===== src/hdl/cdop_consts.vh =====
// constants of the cache debug observe port
`ifndef CDOP_CONSTS_VH
`define CDOP_CONSTS_VH

// ----------------------------------------------------------------------
// register select codes
// ----------------------------------------------------------------------
`define CDOP_SEL_STATUS   5'h00
`define CDOP_SEL_PBC      5'h01
`define CDOP_SEL_DBC      5'h02
`define CDOP_SEL_TRACE    5'h03
`define CDOP_SEL_DUL      5'h04
`define CDOP_SEL_DLL      5'h05
`define CDOP_SEL_PUL      5'h06
`define CDOP_SEL_PLL      5'h07
`define CDOP_SEL_XFER     5'h08
`define CDOP_SEL_PDL      5'h09
`define CDOP_SEL_FETCH    5'h0a
`define CDOP_SEL_ILAT     5'h0b
`define CDOP_SEL_CLR_PBC  5'h0c
`define CDOP_SEL_CLR_DBC  5'h0d
`define CDOP_SEL_CLR_TRC  5'h0e
`define CDOP_SEL_PAFIFO   5'h11
`define CDOP_SEL_TAGS     5'h12
`define CDOP_SEL_DECODE   5'h13
`define CDOP_SEL_NONE     5'h1f

// ----------------------------------------------------------------------
// command word fields, shifted in msb first
// ----------------------------------------------------------------------
`define CDOP_CMD_BITS     8
`define CDOP_CMD_READ     7
`define CDOP_CMD_GO       6
`define CDOP_CMD_EX       5
`define CDOP_CMD_SEL_HI   4
`define CDOP_CMD_SEL_LO   0

// ----------------------------------------------------------------------
// data and status layout
// ----------------------------------------------------------------------
`define CDOP_DATA_BITS    32
`define CDOP_CNT_LAST     6'h1f
`define CDOP_CMD_LAST     6'h07
`define CDOP_HIT_BIT      20
`define CDOP_TAG_WORDS    9
`define CDOP_PTR_LAST     4'h8
`define CDOP_PTR_RESET    4'h0
`define CDOP_STATUS_ENTRY 4'h8
`define CDOP_LRU_DEFAULT  8'h01

`endif


===== src/hdl/cdop_sync.v =====
// two-flop synchroniser for the serial link inputs
`timescale 1ns/10ps
`default_nettype none

module cdop_sync (
  input  wire       clk_i,
  input  wire       rst_n_i,
  input  wire [1:0] async_i,
  output wire [1:0] sync_o
);

  reg [1:0] meta_r;
  reg [1:0] sync_r;

  // ----------------------------------------------------------------------
  // per-bit two flop chain
  // ----------------------------------------------------------------------
  genvar g;
  generate
    for (g = 0; g < 2; g = g + 1) begin : g_bit
      always @(posedge clk_i) begin
        if (!rst_n_i) begin
          meta_r[g] <= 1'b0;
          sync_r[g] <= 1'b0;
        end else begin
          meta_r[g] <= async_i[g];
          sync_r[g] <= meta_r[g];
        end
      end
    end
  endgenerate

  assign sync_o = sync_r;

endmodule // cdop_sync

`default_nettype wire


===== src/hdl/cdop_tag_mem.v =====
// nine-word tags buffer store with registered read data
`timescale 1ns/10ps
`default_nettype none
`include "cdop_consts.vh"

module cdop_tag_mem (
  input  wire        clk_i,
  input  wire        wr_en_i,
  input  wire [3:0]  wr_addr_i,
  input  wire [31:0] wr_data_i,
  input  wire [3:0]  rd_addr_i,
  output wire [31:0] rd_data_o
);

  reg [31:0] mem_r [0:`CDOP_TAG_WORDS-1];
  reg [31:0] rd_data_r;

  always @(posedge clk_i) begin
    if (wr_en_i && (wr_addr_i <= `CDOP_PTR_LAST)) begin
      mem_r[wr_addr_i] <= wr_data_i;
    end
    if (rd_addr_i <= `CDOP_PTR_LAST) begin
      rd_data_r <= mem_r[rd_addr_i];
    end else begin
      rd_data_r <= 32'h0000_0000;
    end
  end

  assign rd_data_o = rd_data_r;

endmodule // cdop_tag_mem

`default_nettype wire


===== src/hdl/cdop_top.v =====
// cache debug observe port: command decode, hit flag and tags buffer
`timescale 1ns/10ps
`default_nettype none
`include "cdop_consts.vh"

module cdop_top (
  input  wire        clk_i,
  input  wire        rst_n_i,
  input  wire        dsck_i,
  input  wire        dsi_i,
  output wire        dso_o,
  output wire        ack_o,
  input  wire        debug_mode_i,
  input  wire        cache_mode_i,
  input  wire        lookup_valid_i,
  input  wire        lookup_hit_i,
  input  wire        tag_wr_i,
  input  wire [2:0]  tag_idx_i,
  input  wire [31:0] tag_data_i,
  input  wire [7:0]  lock_bits_i,
  input  wire [7:0]  lru_bits_i,
  input  wire [31:0] ext_status_i,
  input  wire [31:0] ext_rdata_i,
  input  wire        instr_done_i,
  output wire [4:0]  ext_sel_o,
  output wire        ext_wr_o,
  output wire [31:0] ext_wdata_o,
  output wire        clr_pbc_o,
  output wire        clr_dbc_o,
  output wire        clr_trace_o,
  output wire [31:0] pdb_data_o,
  output wire        pdb_drive_o,
  output wire        core_load_o,
  output wire        release_o,
  output wire        exit_debug_o,
  output wire [7:0]  victim_o
);

  // ----------------------------------------------------------------------
  // states
  // ----------------------------------------------------------------------
  localparam [2:0] ST_CMD   = 3'd0;
  localparam [2:0] ST_DEC   = 3'd1;
  localparam [2:0] ST_FETCH = 3'd2;
  localparam [2:0] ST_RDOUT = 3'd3;
  localparam [2:0] ST_WRIN  = 3'd4;
  localparam [2:0] ST_RUN   = 3'd5;

  reg  [2:0]  state_r;
  reg  [7:0]  cmd_r;
  reg  [5:0]  cnt_r;
  reg  [31:0] shift_r;
  reg  [3:0]  ptr_r;
  reg         hit_r;
  reg         dbg_q_r;
  reg         sck_q_r;
  reg         ack_r;
  reg         dso_r;
  reg  [4:0]  ext_sel_r;
  reg         ext_wr_r;
  reg  [31:0] ext_wdata_r;
  reg         clr_pbc_r;
  reg         clr_dbc_r;
  reg         clr_trace_r;
  reg  [31:0] pdb_data_r;
  reg         pdb_drive_r;
  reg         core_load_r;
  reg         release_r;
  reg         exit_r;
  reg  [7:0]  victim_r;

  wire [1:0]  sync_w;
  wire        sck_w;
  wire        sdi_w;
  wire        rise_w;
  wire [31:0] mem_rdata_w;
  wire [4:0]  sel_w;
  wire        is_read_w;
  wire        go_w;
  wire        ex_w;
  wire        tags_w;
  wire        nodata_w;
  wire        reserved_w;
  wire [7:0]  lru_fix_w;
  wire [31:0] lru_word_w;
  wire        mem_wr_w;
  wire [3:0]  mem_waddr_w;
  wire [31:0] mem_wdata_w;
  wire [31:0] status_w;

  // ----------------------------------------------------------------------
  // link sampling
  // ----------------------------------------------------------------------
  cdop_sync u_sync (
    .clk_i   (clk_i),
    .rst_n_i (rst_n_i),
    .async_i ({dsck_i, dsi_i}),
    .sync_o  (sync_w)
  );

  assign sck_w  = sync_w[1];
  assign sdi_w  = sync_w[0];
  assign rise_w = sck_w & ~sck_q_r;

  // ----------------------------------------------------------------------
  // command fields and select classes
  // ----------------------------------------------------------------------
  assign sel_w     = cmd_r[`CDOP_CMD_SEL_HI:`CDOP_CMD_SEL_LO];
  assign is_read_w = cmd_r[`CDOP_CMD_READ];
  assign go_w      = cmd_r[`CDOP_CMD_GO];
  assign ex_w      = cmd_r[`CDOP_CMD_EX];
  assign tags_w    = (sel_w == `CDOP_SEL_TAGS);
  assign reserved_w = (sel_w == 5'h0f) || (sel_w == 5'h10) ||
                      (sel_w[4:2] == 3'b101) ||
                      ((sel_w[4:3] == 2'b11) && (sel_w != `CDOP_SEL_NONE));
  assign nodata_w  = (sel_w == `CDOP_SEL_CLR_PBC) ||
                     (sel_w == `CDOP_SEL_CLR_DBC) ||
                     (sel_w == `CDOP_SEL_CLR_TRC) ||
                     (sel_w == `CDOP_SEL_NONE) || reserved_w;

  // ----------------------------------------------------------------------
  // lock/lru word and victim
  // ----------------------------------------------------------------------
  assign lru_fix_w  = (lru_bits_i == 8'h00) ? `CDOP_LRU_DEFAULT
                                            : lru_bits_i;
  assign lru_word_w = {16'h0000, lock_bits_i, lru_fix_w};

  // tags from the cache controller, otherwise refresh the ninth word
  assign mem_wr_w    = 1'b1;
  assign mem_waddr_w = tag_wr_i ? {1'b0, tag_idx_i} : `CDOP_STATUS_ENTRY;
  assign mem_wdata_w = tag_wr_i ? tag_data_i : lru_word_w;

  cdop_tag_mem u_mem (
    .clk_i     (clk_i),
    .wr_en_i   (mem_wr_w),
    .wr_addr_i (mem_waddr_w),
    .wr_data_i (mem_wdata_w),
    .rd_addr_i (ptr_r),
    .rd_data_o (mem_rdata_w)
  );

  // hit flag masked outside cache mode
  assign status_w = {ext_status_i[31:`CDOP_HIT_BIT+1],
                     hit_r & cache_mode_i,
                     ext_status_i[`CDOP_HIT_BIT-1:0]};

  // ----------------------------------------------------------------------
  // hit flag, edge-detect delays and victim
  // ----------------------------------------------------------------------
  always @(posedge clk_i) begin
    if (!rst_n_i) begin
      hit_r    <= 1'b0;
      dbg_q_r  <= 1'b0;
      sck_q_r  <= 1'b0;
      victim_r <= 8'h00;
    end else begin
      dbg_q_r  <= debug_mode_i;
      sck_q_r  <= sck_w;
      victim_r <= lru_fix_w & ~lock_bits_i;
      if (lookup_valid_i && cache_mode_i && debug_mode_i) begin
        hit_r <= lookup_hit_i;
      end
    end
  end

  // ----------------------------------------------------------------------
  // command sequencer
  // ----------------------------------------------------------------------
  always @(posedge clk_i) begin
    if (!rst_n_i) begin
      state_r     <= ST_CMD;
      cmd_r       <= 8'h00;
      cnt_r       <= 6'h00;
      shift_r     <= 32'h0000_0000;
      ptr_r       <= `CDOP_PTR_RESET;
      ack_r       <= 1'b0;
      dso_r       <= 1'b0;
      ext_sel_r   <= `CDOP_SEL_NONE;
      ext_wr_r    <= 1'b0;
      ext_wdata_r <= 32'h0000_0000;
      clr_pbc_r   <= 1'b0;
      clr_dbc_r   <= 1'b0;
      clr_trace_r <= 1'b0;
      pdb_data_r  <= 32'h0000_0000;
      pdb_drive_r <= 1'b0;
      core_load_r <= 1'b0;
      release_r   <= 1'b0;
      exit_r      <= 1'b0;
    end else begin
      ext_wr_r    <= 1'b0;
      clr_pbc_r   <= 1'b0;
      clr_dbc_r   <= 1'b0;
      clr_trace_r <= 1'b0;
      core_load_r <= 1'b0;
      release_r   <= 1'b0;
      exit_r      <= 1'b0;
      if (rise_w) begin
        ack_r <= 1'b0;
      end
      if (dbg_q_r && !debug_mode_i) begin
        ptr_r <= `CDOP_PTR_RESET;
      end
      case (state_r)
        ST_CMD: begin
          if (rise_w) begin
            cmd_r <= {cmd_r[6:0], sdi_w};
            if (cnt_r == `CDOP_CMD_LAST) begin
              cnt_r   <= 6'h00;
              state_r <= ST_DEC;
            end else begin
              cnt_r <= cnt_r + 6'h01;
            end
          end
        end
        ST_DEC: begin
          ext_sel_r <= sel_w;
          if (tags_w && !(dbg_q_r && !debug_mode_i)) begin
            if (ptr_r == `CDOP_PTR_LAST) begin
              ptr_r <= `CDOP_PTR_RESET;
            end else begin
              ptr_r <= ptr_r + 4'h1;
            end
          end
          if (nodata_w) begin
            if (sel_w == `CDOP_SEL_CLR_PBC) begin
              clr_pbc_r <= 1'b1;
            end else if (sel_w == `CDOP_SEL_CLR_DBC) begin
              clr_dbc_r <= 1'b1;
            end else if (sel_w == `CDOP_SEL_CLR_TRC) begin
              clr_trace_r <= 1'b1;
            end
            if (go_w) begin
              release_r <= 1'b1;
              exit_r    <= ex_w;
              state_r   <= ST_RUN;
            end else begin
              ack_r   <= 1'b1;
              state_r <= ST_CMD;
            end
          end else if (is_read_w) begin
            state_r <= ST_FETCH;
          end else begin
            ack_r   <= 1'b1;
            state_r <= ST_WRIN;
          end
        end
        ST_FETCH: begin
          // read never drives anything toward the cache
          if (sel_w == `CDOP_SEL_STATUS) begin
            shift_r <= status_w;
          end else if (tags_w) begin
            shift_r <= mem_rdata_w;
          end else begin
            shift_r <= ext_rdata_i;
          end
          ack_r   <= 1'b1;
          state_r <= ST_RDOUT;
        end
        ST_RDOUT: begin
          dso_r <= shift_r[31];
          if (rise_w) begin
            shift_r <= {shift_r[30:0], 1'b0};
            if (cnt_r == `CDOP_CNT_LAST) begin
              cnt_r <= 6'h00;
              if (go_w) begin
                release_r <= 1'b1;
                exit_r    <= ex_w;
                state_r   <= ST_RUN;
              end else begin
                state_r <= ST_CMD;
              end
            end else begin
              cnt_r <= cnt_r + 6'h01;
            end
          end
        end
        ST_WRIN: begin
          if (rise_w) begin
            shift_r <= {shift_r[30:0], sdi_w};
            if (cnt_r == `CDOP_CNT_LAST) begin
              cnt_r <= 6'h00;
              if (sel_w == `CDOP_SEL_PDL) begin
                pdb_data_r  <= {shift_r[30:0], sdi_w};
                pdb_drive_r <= 1'b1;
              end else if (!tags_w) begin
                ext_wr_r    <= 1'b1;
                ext_wdata_r <= {shift_r[30:0], sdi_w};
              end
              if (go_w) begin
                release_r <= 1'b1;
                exit_r    <= ex_w;
                state_r   <= ST_RUN;
              end else begin
                core_load_r <= (sel_w == `CDOP_SEL_PDL);
                ack_r       <= 1'b1;
                state_r     <= ST_CMD;
              end
            end else begin
              cnt_r <= cnt_r + 6'h01;
            end
          end
        end
        ST_RUN: begin
          if (instr_done_i) begin
            pdb_drive_r <= 1'b0;
            ack_r       <= 1'b1;
            state_r     <= ST_CMD;
          end
        end
        default: begin
          state_r <= ST_CMD;
        end
      endcase
    end
  end

  // ----------------------------------------------------------------------
  // outputs
  // ----------------------------------------------------------------------
  assign dso_o        = dso_r;
  assign ack_o        = ack_r;
  assign ext_sel_o    = ext_sel_r;
  assign ext_wr_o     = ext_wr_r;
  assign ext_wdata_o  = ext_wdata_r;
  assign clr_pbc_o    = clr_pbc_r;
  assign clr_dbc_o    = clr_dbc_r;
  assign clr_trace_o  = clr_trace_r;
  assign pdb_data_o   = pdb_data_r;
  assign pdb_drive_o  = pdb_drive_r;
  assign core_load_o  = core_load_r;
  assign release_o    = release_r;
  assign exit_debug_o = exit_r;
  assign victim_o     = victim_r;

endmodule // cdop_top

`default_nettype wire


===== config.mk =====
export PLATFORM = sky130hd
export DESIGN_NAME = cdop_top
export DESIGN_NICKNAME = d
export VERILOG_FILES = /design/src/hdl/cdop_sync.v /design/src/hdl/cdop_tag_mem.v /design/src/hdl/cdop_top.v
export VERILOG_INCLUDE_DIRS = /design/src /design/src/hdl
export SDC_FILE = /design/constraint.sdc
export NUM_CORES = 1
export LEC_CHECK = 0
export BUFFER_PORTS_ARGS = -buffer_cell sky130_fd_sc_hd__buf_2
export CORE_ASPECT_RATIO = 1.25
export CORE_UTILIZATION = 52
export DETAILED_ROUTE_END_ITERATION = 10
export HOLD_SLACK_MARGIN = 0.05
export PLACE_DENSITY = 0.79
export SYNTH_ARGS = -nofsm -noshare
export SYNTH_HDL_FRONTEND = slang
export SYNTH_SLANG_ARGS = --single-unit

===== constraint.sdc =====
create_clock -name clk_i -period 4.3 [get_ports clk_i]
set_input_delay 0.645 -clock clk_i [delete_from_list [all_inputs] [get_ports clk_i]]
set_output_delay 0.645 -clock clk_i [all_outputs]
set_load 0.02 [all_outputs]

==> metrics.md, run 1 <==
| Metric | Value |
|---|---|
| Status | complete, no violations |
| #FFs+latches synth | 467 |
| Antenna violations before repair | 1 |
| Worst Setup Path Type | reg -> reg |
| Core area | 34,600 µm² |
| Layout cells sized above 1 | 28.7% |
| Post-route clock period utilization | 78.3% |
| Clock Path Buffers | 3 |
| DRC violations left | 0 |
| Clk sinks | 467 |
| Min-Delay Startpoint | lock_bits_i[2] |
| Reg-to-reg critical path startpoint | state_r[2] |
| Leakage | 7.67 nW |
| Hold buffers post-CTS | 0 |
| Peak supply drop | 272 µV |
| Worst hold slack | 264 ps |
| Slew @ Worst Pin | 1160 ps |
| TritonCTS buffer count | 43 |
| Minimum clock period | 3370 ps |
| CP Max Fanout | 30 |
| First-pass GRT wire length | 65,100 µm |
| Synth area leaders | edfxtp_1 47%, dfxtp_1 20%, mux4_2 7.9% |
| Most frequent cells after synthesis | 288 x edfxtp_1, 201 x nand2_1, 179 x dfxtp_1 |
| Post-synth EDFFs | 288 |
| Endpoint class of the critical path | register |
| Detailed Place HPWL | 26,800 µm |
| Net Count, Synth | 1,492 |
| Cell Rows | 76 |
| Die height | 212 µm |
| Synth Instances | 1,364 |
| Routed vias | 11,900 |
| Vias per inst | 5.81 |
| Top FF cell, synth | edfxtp_1 |
| Area Growth Syn to Fin | 15.5% |
| FF/Latch Area | 12,200 µm² |
| Placer Congestion | 0.870 |
| Area of the multi-input gates | 5520 µm² |
| Worst Setup SP | state_r[2] |
| Slowest cell on the critical path | nand2_1 |
| Later-pin clock latency in the skew report | 550 ps |
| Final setup violation count | 0 |
| Cell area power density | 435 nW/µm² |
| Count of cell types in the netlist | 59 |
| Yosys warns | 0 |
| Nets | 1,675 |
| Synth top area share | 47.2% |
| All-Layer GR Usage | 23.7% |
| Antenna Nets Post-Route | 0 |
| Async SR Flop Fraction | 0% |
| Crit path DAT | 3810 ps |
| Cell Chain, Critical Path | and3b_1 -> o21ai_2 -> nand2_1 -> buf_4 -> o221a_2 |
| Initial Utilization | 53.0% |
| Post-CTS Setup Bufs | 0 |
| CTS clk-pin slew, worst paths | 60 ps |
| Skew final | 17.0 ps |
| # IOs | 212 |
| Final Hold Viols | 0 |
| Total power | 9.21 mW |
| Starting DRC count in detailed routing | 1,110 |
| RSZ-0062 raised after global routing | false |
| Critical Path Max Stage Delay | 850 ps |
| Die W | 170 µm |
| Pre-antenna DRT Iters | 5 |
| Slew Limit Headroom | 22.2% |
| WL/cell | 20.8 µm |
| Largest net degree at the start of global routing | 67 |
| Worst endpoint required time | 4740 ps |
| Clock root cell | clkbuf_16 |
| Synthesized area per cell | 13.4 µm² |
| Number of global-route vias before repair | 11,700 |
| Max cap viols | 0 |
| CP top delay family | simple AND/OR/NAND/NOR gates |
| Pre-CTS setup slack | 978 ps |
| Final WS setup | 932 ps |
| Final Max Slew Viols | 0 |
| Fmax | 0.297 GHz |
| Die area | 36,000 µm² |
| Layout Utilization | 61.2% |
| PostCTS Resize Cnt | 0 |
| Synth area leader | edfxtp_1 |
| Buffers on Ports | 210 |
| Critical Path Start Type | register |
| Fill count | 2,661 |
| Routed Wire Length | 42,600 µm |
| Most numerous cell in the Yosys netlist | edfxtp_1 |
| CP Buf/Inv Count | 1 |
| CTS H-tree depth | 2 |
| Syn Std Cell Area | 18,300 µm² |
| GRT overflow | 0 |
| Hold Path Class | in -> reg |
| ANT cells | 0 |
| Setup Total Neg Slack | 0 ps |
| TritonCTS clock tree | done |
| Post-synthesis sequential area ratio | 66.7% |
cells in the final DEF (no fill, tap or decap), types with 15 or more instances in the layout:
master,n
a21oi_1,127
a21oi_2,17
a22oi_1,31
and2_1,26
buf_2,210
buf_4,26
clkbuf_16,44
dfxtp_1,177
edfxtp_1,288
inv_1,40
mux2_2,15
mux2i_1,15
mux4_2,64
nand2_1,200
nand3_1,16
nor2_1,26
o21a_1,22
o21ai_0,39
o221a_2,27
o22ai_1,31
through the flow:
stage          area, µm²  std cells
6_report           21200       2049
3_5_place_dp       19800       1970
5_1_grt            21200       2049
4_1_cts            21200       2049
3_3_place_gp       19800       1970
2_1_floorplan      18300       1364
state kept, by name, summed over array words and instances (netlist names), 2 cells and up:
| signal | cells |
|---|---|
| cmd_r | 8 |
| cnt_r | 6 |
| ext_sel_o | 5 |
| ext_wdata_o | 32 |
| pdb_data_o | 32 |
| ptr_r | 4 |
| shift_r | 32 |
| state_r | 3 |
| u_mem.mem_r | 288 |
| u_mem.rd_data_o | 32 |
| u_sync.meta_r | 2 |
| u_sync.sync_o | 2 |
| victim_o | 8 |
cells by family (layout without fill, tap and decap cells):
group / Yosys count / count (layout) / synth area share (%)
XOR/XNOR: 2 / 2 / 0.0956
adder cells (fa/ha/maj): 3 / 3 / 0.205
AO/OA/AOI/OAI: 313 / 313 / 11.1
multiplexers: 94 / 94 / 9.60
AND/OR/NAND/NOR: 345 / 345 / 8.85
flip-flops: 467 / 467 / 66.7
buffers and inverters: 140 / 357 / 3.39
per-layer routing:
layer,GRT usage [%],routed length (µm),up-vias
met5,0,0,-
met4,7.61,972,0
met3,3.08,2690,72
met2,40.1,21400,478
met1,31.7,17600,5916
li1,-,-,5430
final timing paths:
kind,slack (ps),endpoint,depth (start not counted)
max,930,shift_r[3],5
min,260,victim_o[2],2
max reg2reg,930,shift_r[3],5
min reg2reg,440,u_sync.sync_o[0],1
final cells by class:
| type | instances | share of cell area [%] |
|---|---|---|
| timing repair buffer | 237 | 5.98 |
| inverter | 41 | 0.733 |
| tap | 468 | 2.77 |
| clock buffer | 57 | 5.48 |
| clock inverter | 22 | 1.16 |
| sequential | 467 | 57.8 |
| multi-input combinational | 757 | 26.1 |
report_power, final:
| part | switching, mW | internal, mW |
|---|---|---|
| combinational | 0.285 | 0.163 |
| sequential | 0.0543 | 4.91 |
| clock | 1.59 | 2.21 |
worst reg2reg max path, stage by stage (launching register included):
cell     delay, ps
dfxtp_1        570
and3b_1        270
o21ai_2        830
nand2_1        850
buf_4          460
o221a_2        280
No activity file was read; power rests on OpenSTA's default activity.
==> run 2: changes to the inputs <==
Settings changed: ABC_AREA set to 1, PLACE_DENSITY 0.79 to 0.82.
Clock period 4.3 ns to 2.75 ns, I/O delays scaled along.
==> metrics.md, run 2 <==
| Metric | Value |
|---|---|
| Status | complete, no violations (unchanged) |
| WL/cell | 18.6 µm (was 20.8 µm) |
| Worst Setup Path Type | reg -> reg (unchanged) |
| Slew @ Worst Pin | 938 ps (was 1160 ps) |
| Placed Cells incl. Taps | 2,461 (was 1,970) |
| Routed Wire Length | 47,500 µm (was 42,600 µm) |
| Net Count, Synth | 1,988 (was 1,492) |
| Endpoint class of the critical path | register (unchanged) |
| Synth area leader | edfxtp_1 (unchanged) |
| Synth Instances | 1,860 (was 1,364) |
| M3 GR Usage | 3.47% (was 3.08%) |
| Detailed Place HPWL | 28,600 µm (was 26,800 µm) |
| Leakage | 8.75 nW (was 7.67 nW) |
| DRC violations left | 0 (unchanged) |
| Die area | 36,300 µm² (was 36,000 µm²) |
| Post-route clock period utilization | 74.5% (was 78.3%) |
| Cell area power density | 674 nW/µm² (was 435 nW/µm²) |
| Worst endpoint required time | 3190 ps (was 4740 ps) |
| Core area | 34,700 µm² (was 34,600 µm²) |
| TritonCTS buffer count | 45 (was 43) |
| Starting DRC count in detailed routing | 1,687 (was 1,110) |
| Antenna Nets Post-Route | 0 (unchanged) |
| Most Crowded Layer GR | met2 (unchanged) |
| Number of global-route vias before repair | 13,900 (was 11,700) |
| Synth top area share | 46.8% (was 47.2%) |
| Most numerous cell in the Yosys netlist | nor2_1 (was edfxtp_1) |
| Cell Rows | 76 (unchanged) |
| Critical Path Start Type | register (unchanged) |
| Synthesized area per cell | 9.95 µm² (was 13.4 µm²) |
| Non-filler cells, final | 2,553 (was 2,049) |
| Clock root cell | clkbuf_16 (unchanged) |
| CP Max Fanout | 66 (was 30) |
| Routed vias | 14,700 (was 11,900) |
| Vias per inst | 5.75 (was 5.81) |
| Hold Path Class | in -> reg (unchanged) |
| Syn Std Cell Area | 18,500 µm² (was 18,300 µm²) |
| Async SR Flop Fraction | 0% (unchanged) |
| Later-pin clock latency in the skew report | 570 ps (was 550 ps) |
| Layout cells sized above 1 | 17.7% (was 28.7%) |
| GRT overflow | 0 (unchanged) |
| All-Layer GR Usage | 26.0% (was 23.7%) |
| CTS H-tree depth | 2 (unchanged) |
| Largest net degree at the start of global routing | 71 (was 67) |
| Die W | 171 µm (was 170 µm) |
| Synth area leaders | edfxtp_1 47%, dfxtp_1 19%, nor2_1 7.6% (was edfxtp_1 47%, dfxtp_1 20%, mux4_2 7.9%) |
| #FFs+latches synth | 467 (unchanged) |
| Slew Limit Headroom | 36.8% (was 22.2%) |
| Post-CTS Setup Bufs | 0 (unchanged) |
| Leading cell type in the layout, fill and taps excluded | nor2_1 (was edfxtp_1) |
| Post-synth EDFFs | 288 (unchanged) |
| First-pass GRT wire length | 72,400 µm (was 65,100 µm) |
| Max reg flops | 288 (unchanged) |
| Minimum clock period | 2050 ps (was 3370 ps) |
| Pre-CTS setup slack | 660 ps (was 978 ps) |
| Final WS setup | 701 ps (was 932 ps) |
| Placed Area | 20,000 µm² (was 19,800 µm²) |
| Pre-antenna DRT Iters | 8 (was 5) |
| GR Util met1 | 33.9% (was 31.7%) |
| Area Growth Syn to Fin | 16.9% (was 15.5%) |
| Biggest register | u_mem.mem_r (unchanged) |
| Clock Path Buffers | 3 (unchanged) |
| Yosys warns | 0 (unchanged) |
| Crit path DAT | 2490 ps (was 3810 ps) |
| Top FF cell, synth | edfxtp_1 (unchanged) |
| Clk sinks | 467 (unchanged) |
| Post-synthesis sequential area ratio | 66.1% (was 66.7%) |
| RSZ-0062 raised after global routing | false (unchanged) |
| Skew final | 15.9 ps (was 17.0 ps) |
| Met2 usage | 43.0% (was 40.1%) |
| Initial Utilization | 53.3% (was 53.0%) |
| Count of cell types in the netlist | 38 (was 59) |
| Fill count | 2,640 (was 2,661) |
| ANT cells | 0 (unchanged) |
| Peak supply drop | 607 µV (was 272 µV) |
| CTS clk-pin slew, worst paths | 60 ps (about the same) |
| TritonCTS clock tree | done (unchanged) |
| Fmax | 0.488 GHz (was 0.297 GHz) |
| Final Hold Viols | 0 (unchanged) |
| Commonest non-fill, non-tap cells in the layout | 368 x nor2_1, 288 x edfxtp_1, 245 x nand2_1, 234 x o21ai_0, 210 x buf_2 (was 288 x edfxtp_1, 210 x buf_2, 200 x nand2_1, 177 x dfxtp_1, 127 x a21oi_1) |
| Max cap viols | 0 (unchanged) |
| Setup Total Neg Slack | 0 ps (unchanged) |
| Antenna violations before repair | 0 (was 1) |
| Final instance area | 21,600 µm² (was 21,200 µm²) |
| Final Max Slew Viols | 0 (unchanged) |
| Most frequent cells after synthesis | 374 x nor2_1, 288 x edfxtp_1, 245 x nand2_1 (was 288 x edfxtp_1, 201 x nand2_1, 179 x dfxtp_1) |
| Placer Congestion | 0.897 (was 0.870) |
| Die height | 213 µm (was 212 µm) |
| Final setup violation count | 0 (unchanged) |
| Buffers on Ports | 210 (unchanged) |
| Nets | 2,177 (was 1,675) |
| # IOs | 212 (unchanged) |
-- run 2: final cells by class --
| class | count | area [µm²] | share of cell area, % |
|---|---|---|---|
| clock buffer | 56 | 1220 | 5.64 |
| clock inverter | 27 | 270 | 1.25 |
| inverter | 84 | 315 | 1.46 |
| multi-input combinational | 1195 | 5490 | 25.4 |
| sequential | 467 | 12200 | 56.6 |
| tap | 468 | 586 | 2.71 |
| timing repair buffer | 256 | 1510 | 6.97 |
-- run 2: routing by layer --
layer	vias to the layer above	part of all wire (%)
met5	-	0
met4	0	3.1
met3	118	10
met2	872	48
met1	6919	39
li1	6766	-
-- run 2: path summary, 6_finish.rpt --
path               startpoint                  to  slack (ps)  depth (start not counted)
min reg2reg  u_sync.meta_r[0]    u_sync.sync_o[0]         410                          2
max                  ptr_r[1]  u_mem.rd_data_o[2]         700                          5
max reg2reg          ptr_r[1]  u_mem.rd_data_o[2]         700                          5
min            lock_bits_i[7]         victim_o[7]          80                          2
-- run 2: cell families after synthesis --
logic type,count (synthesis),synth area share (%)
simple gates,737,16.3
flops,467,66.1
compound gates,455,12.9
buf+inv,198,4.47
fa+ha+maj,3,0.203
-- run 2: metrics by stage --
step | utilization [%] | power (mW) | hold WS, ps
finish | 62.3 | 14.6 | 81.4
detailed placement | 57.7 | 8.52 | 405
CTS | 62.3 | 14.6 | 69.1
global placement | 57.7 | 8.49 | 404
global route | 62.3 | 15.0 | 69.4
floorplan | - | 8.22 | 390
-- run 2: critical path: stages, from the launching register on --
cell and delay, ps:
dfxtp_1 350, buf_4 600, o21ai_0 260, o22ai_1 280, nor2_1 80, o21ai_0 330
-- run 2: repair_timing --
| action | 4_1_cts | 5_1_grt |
|---|---|---|
| hold buffers | 9 | 0 |
| gates resized for setup | 0 | 0 |
| hold endpoints to repair | 9 | 0 |
-- run 2: where the power goes --
group | total (mW) | leakage (nW) | internal, mW | switching [mW]
Combinational | 0.666 | 4.09 | 0.211 | 0.454
Sequential | 7.73 | 3.93 | 7.67 | 0.0619
Clock | 6.18 | 0.731 | 3.55 | 2.63
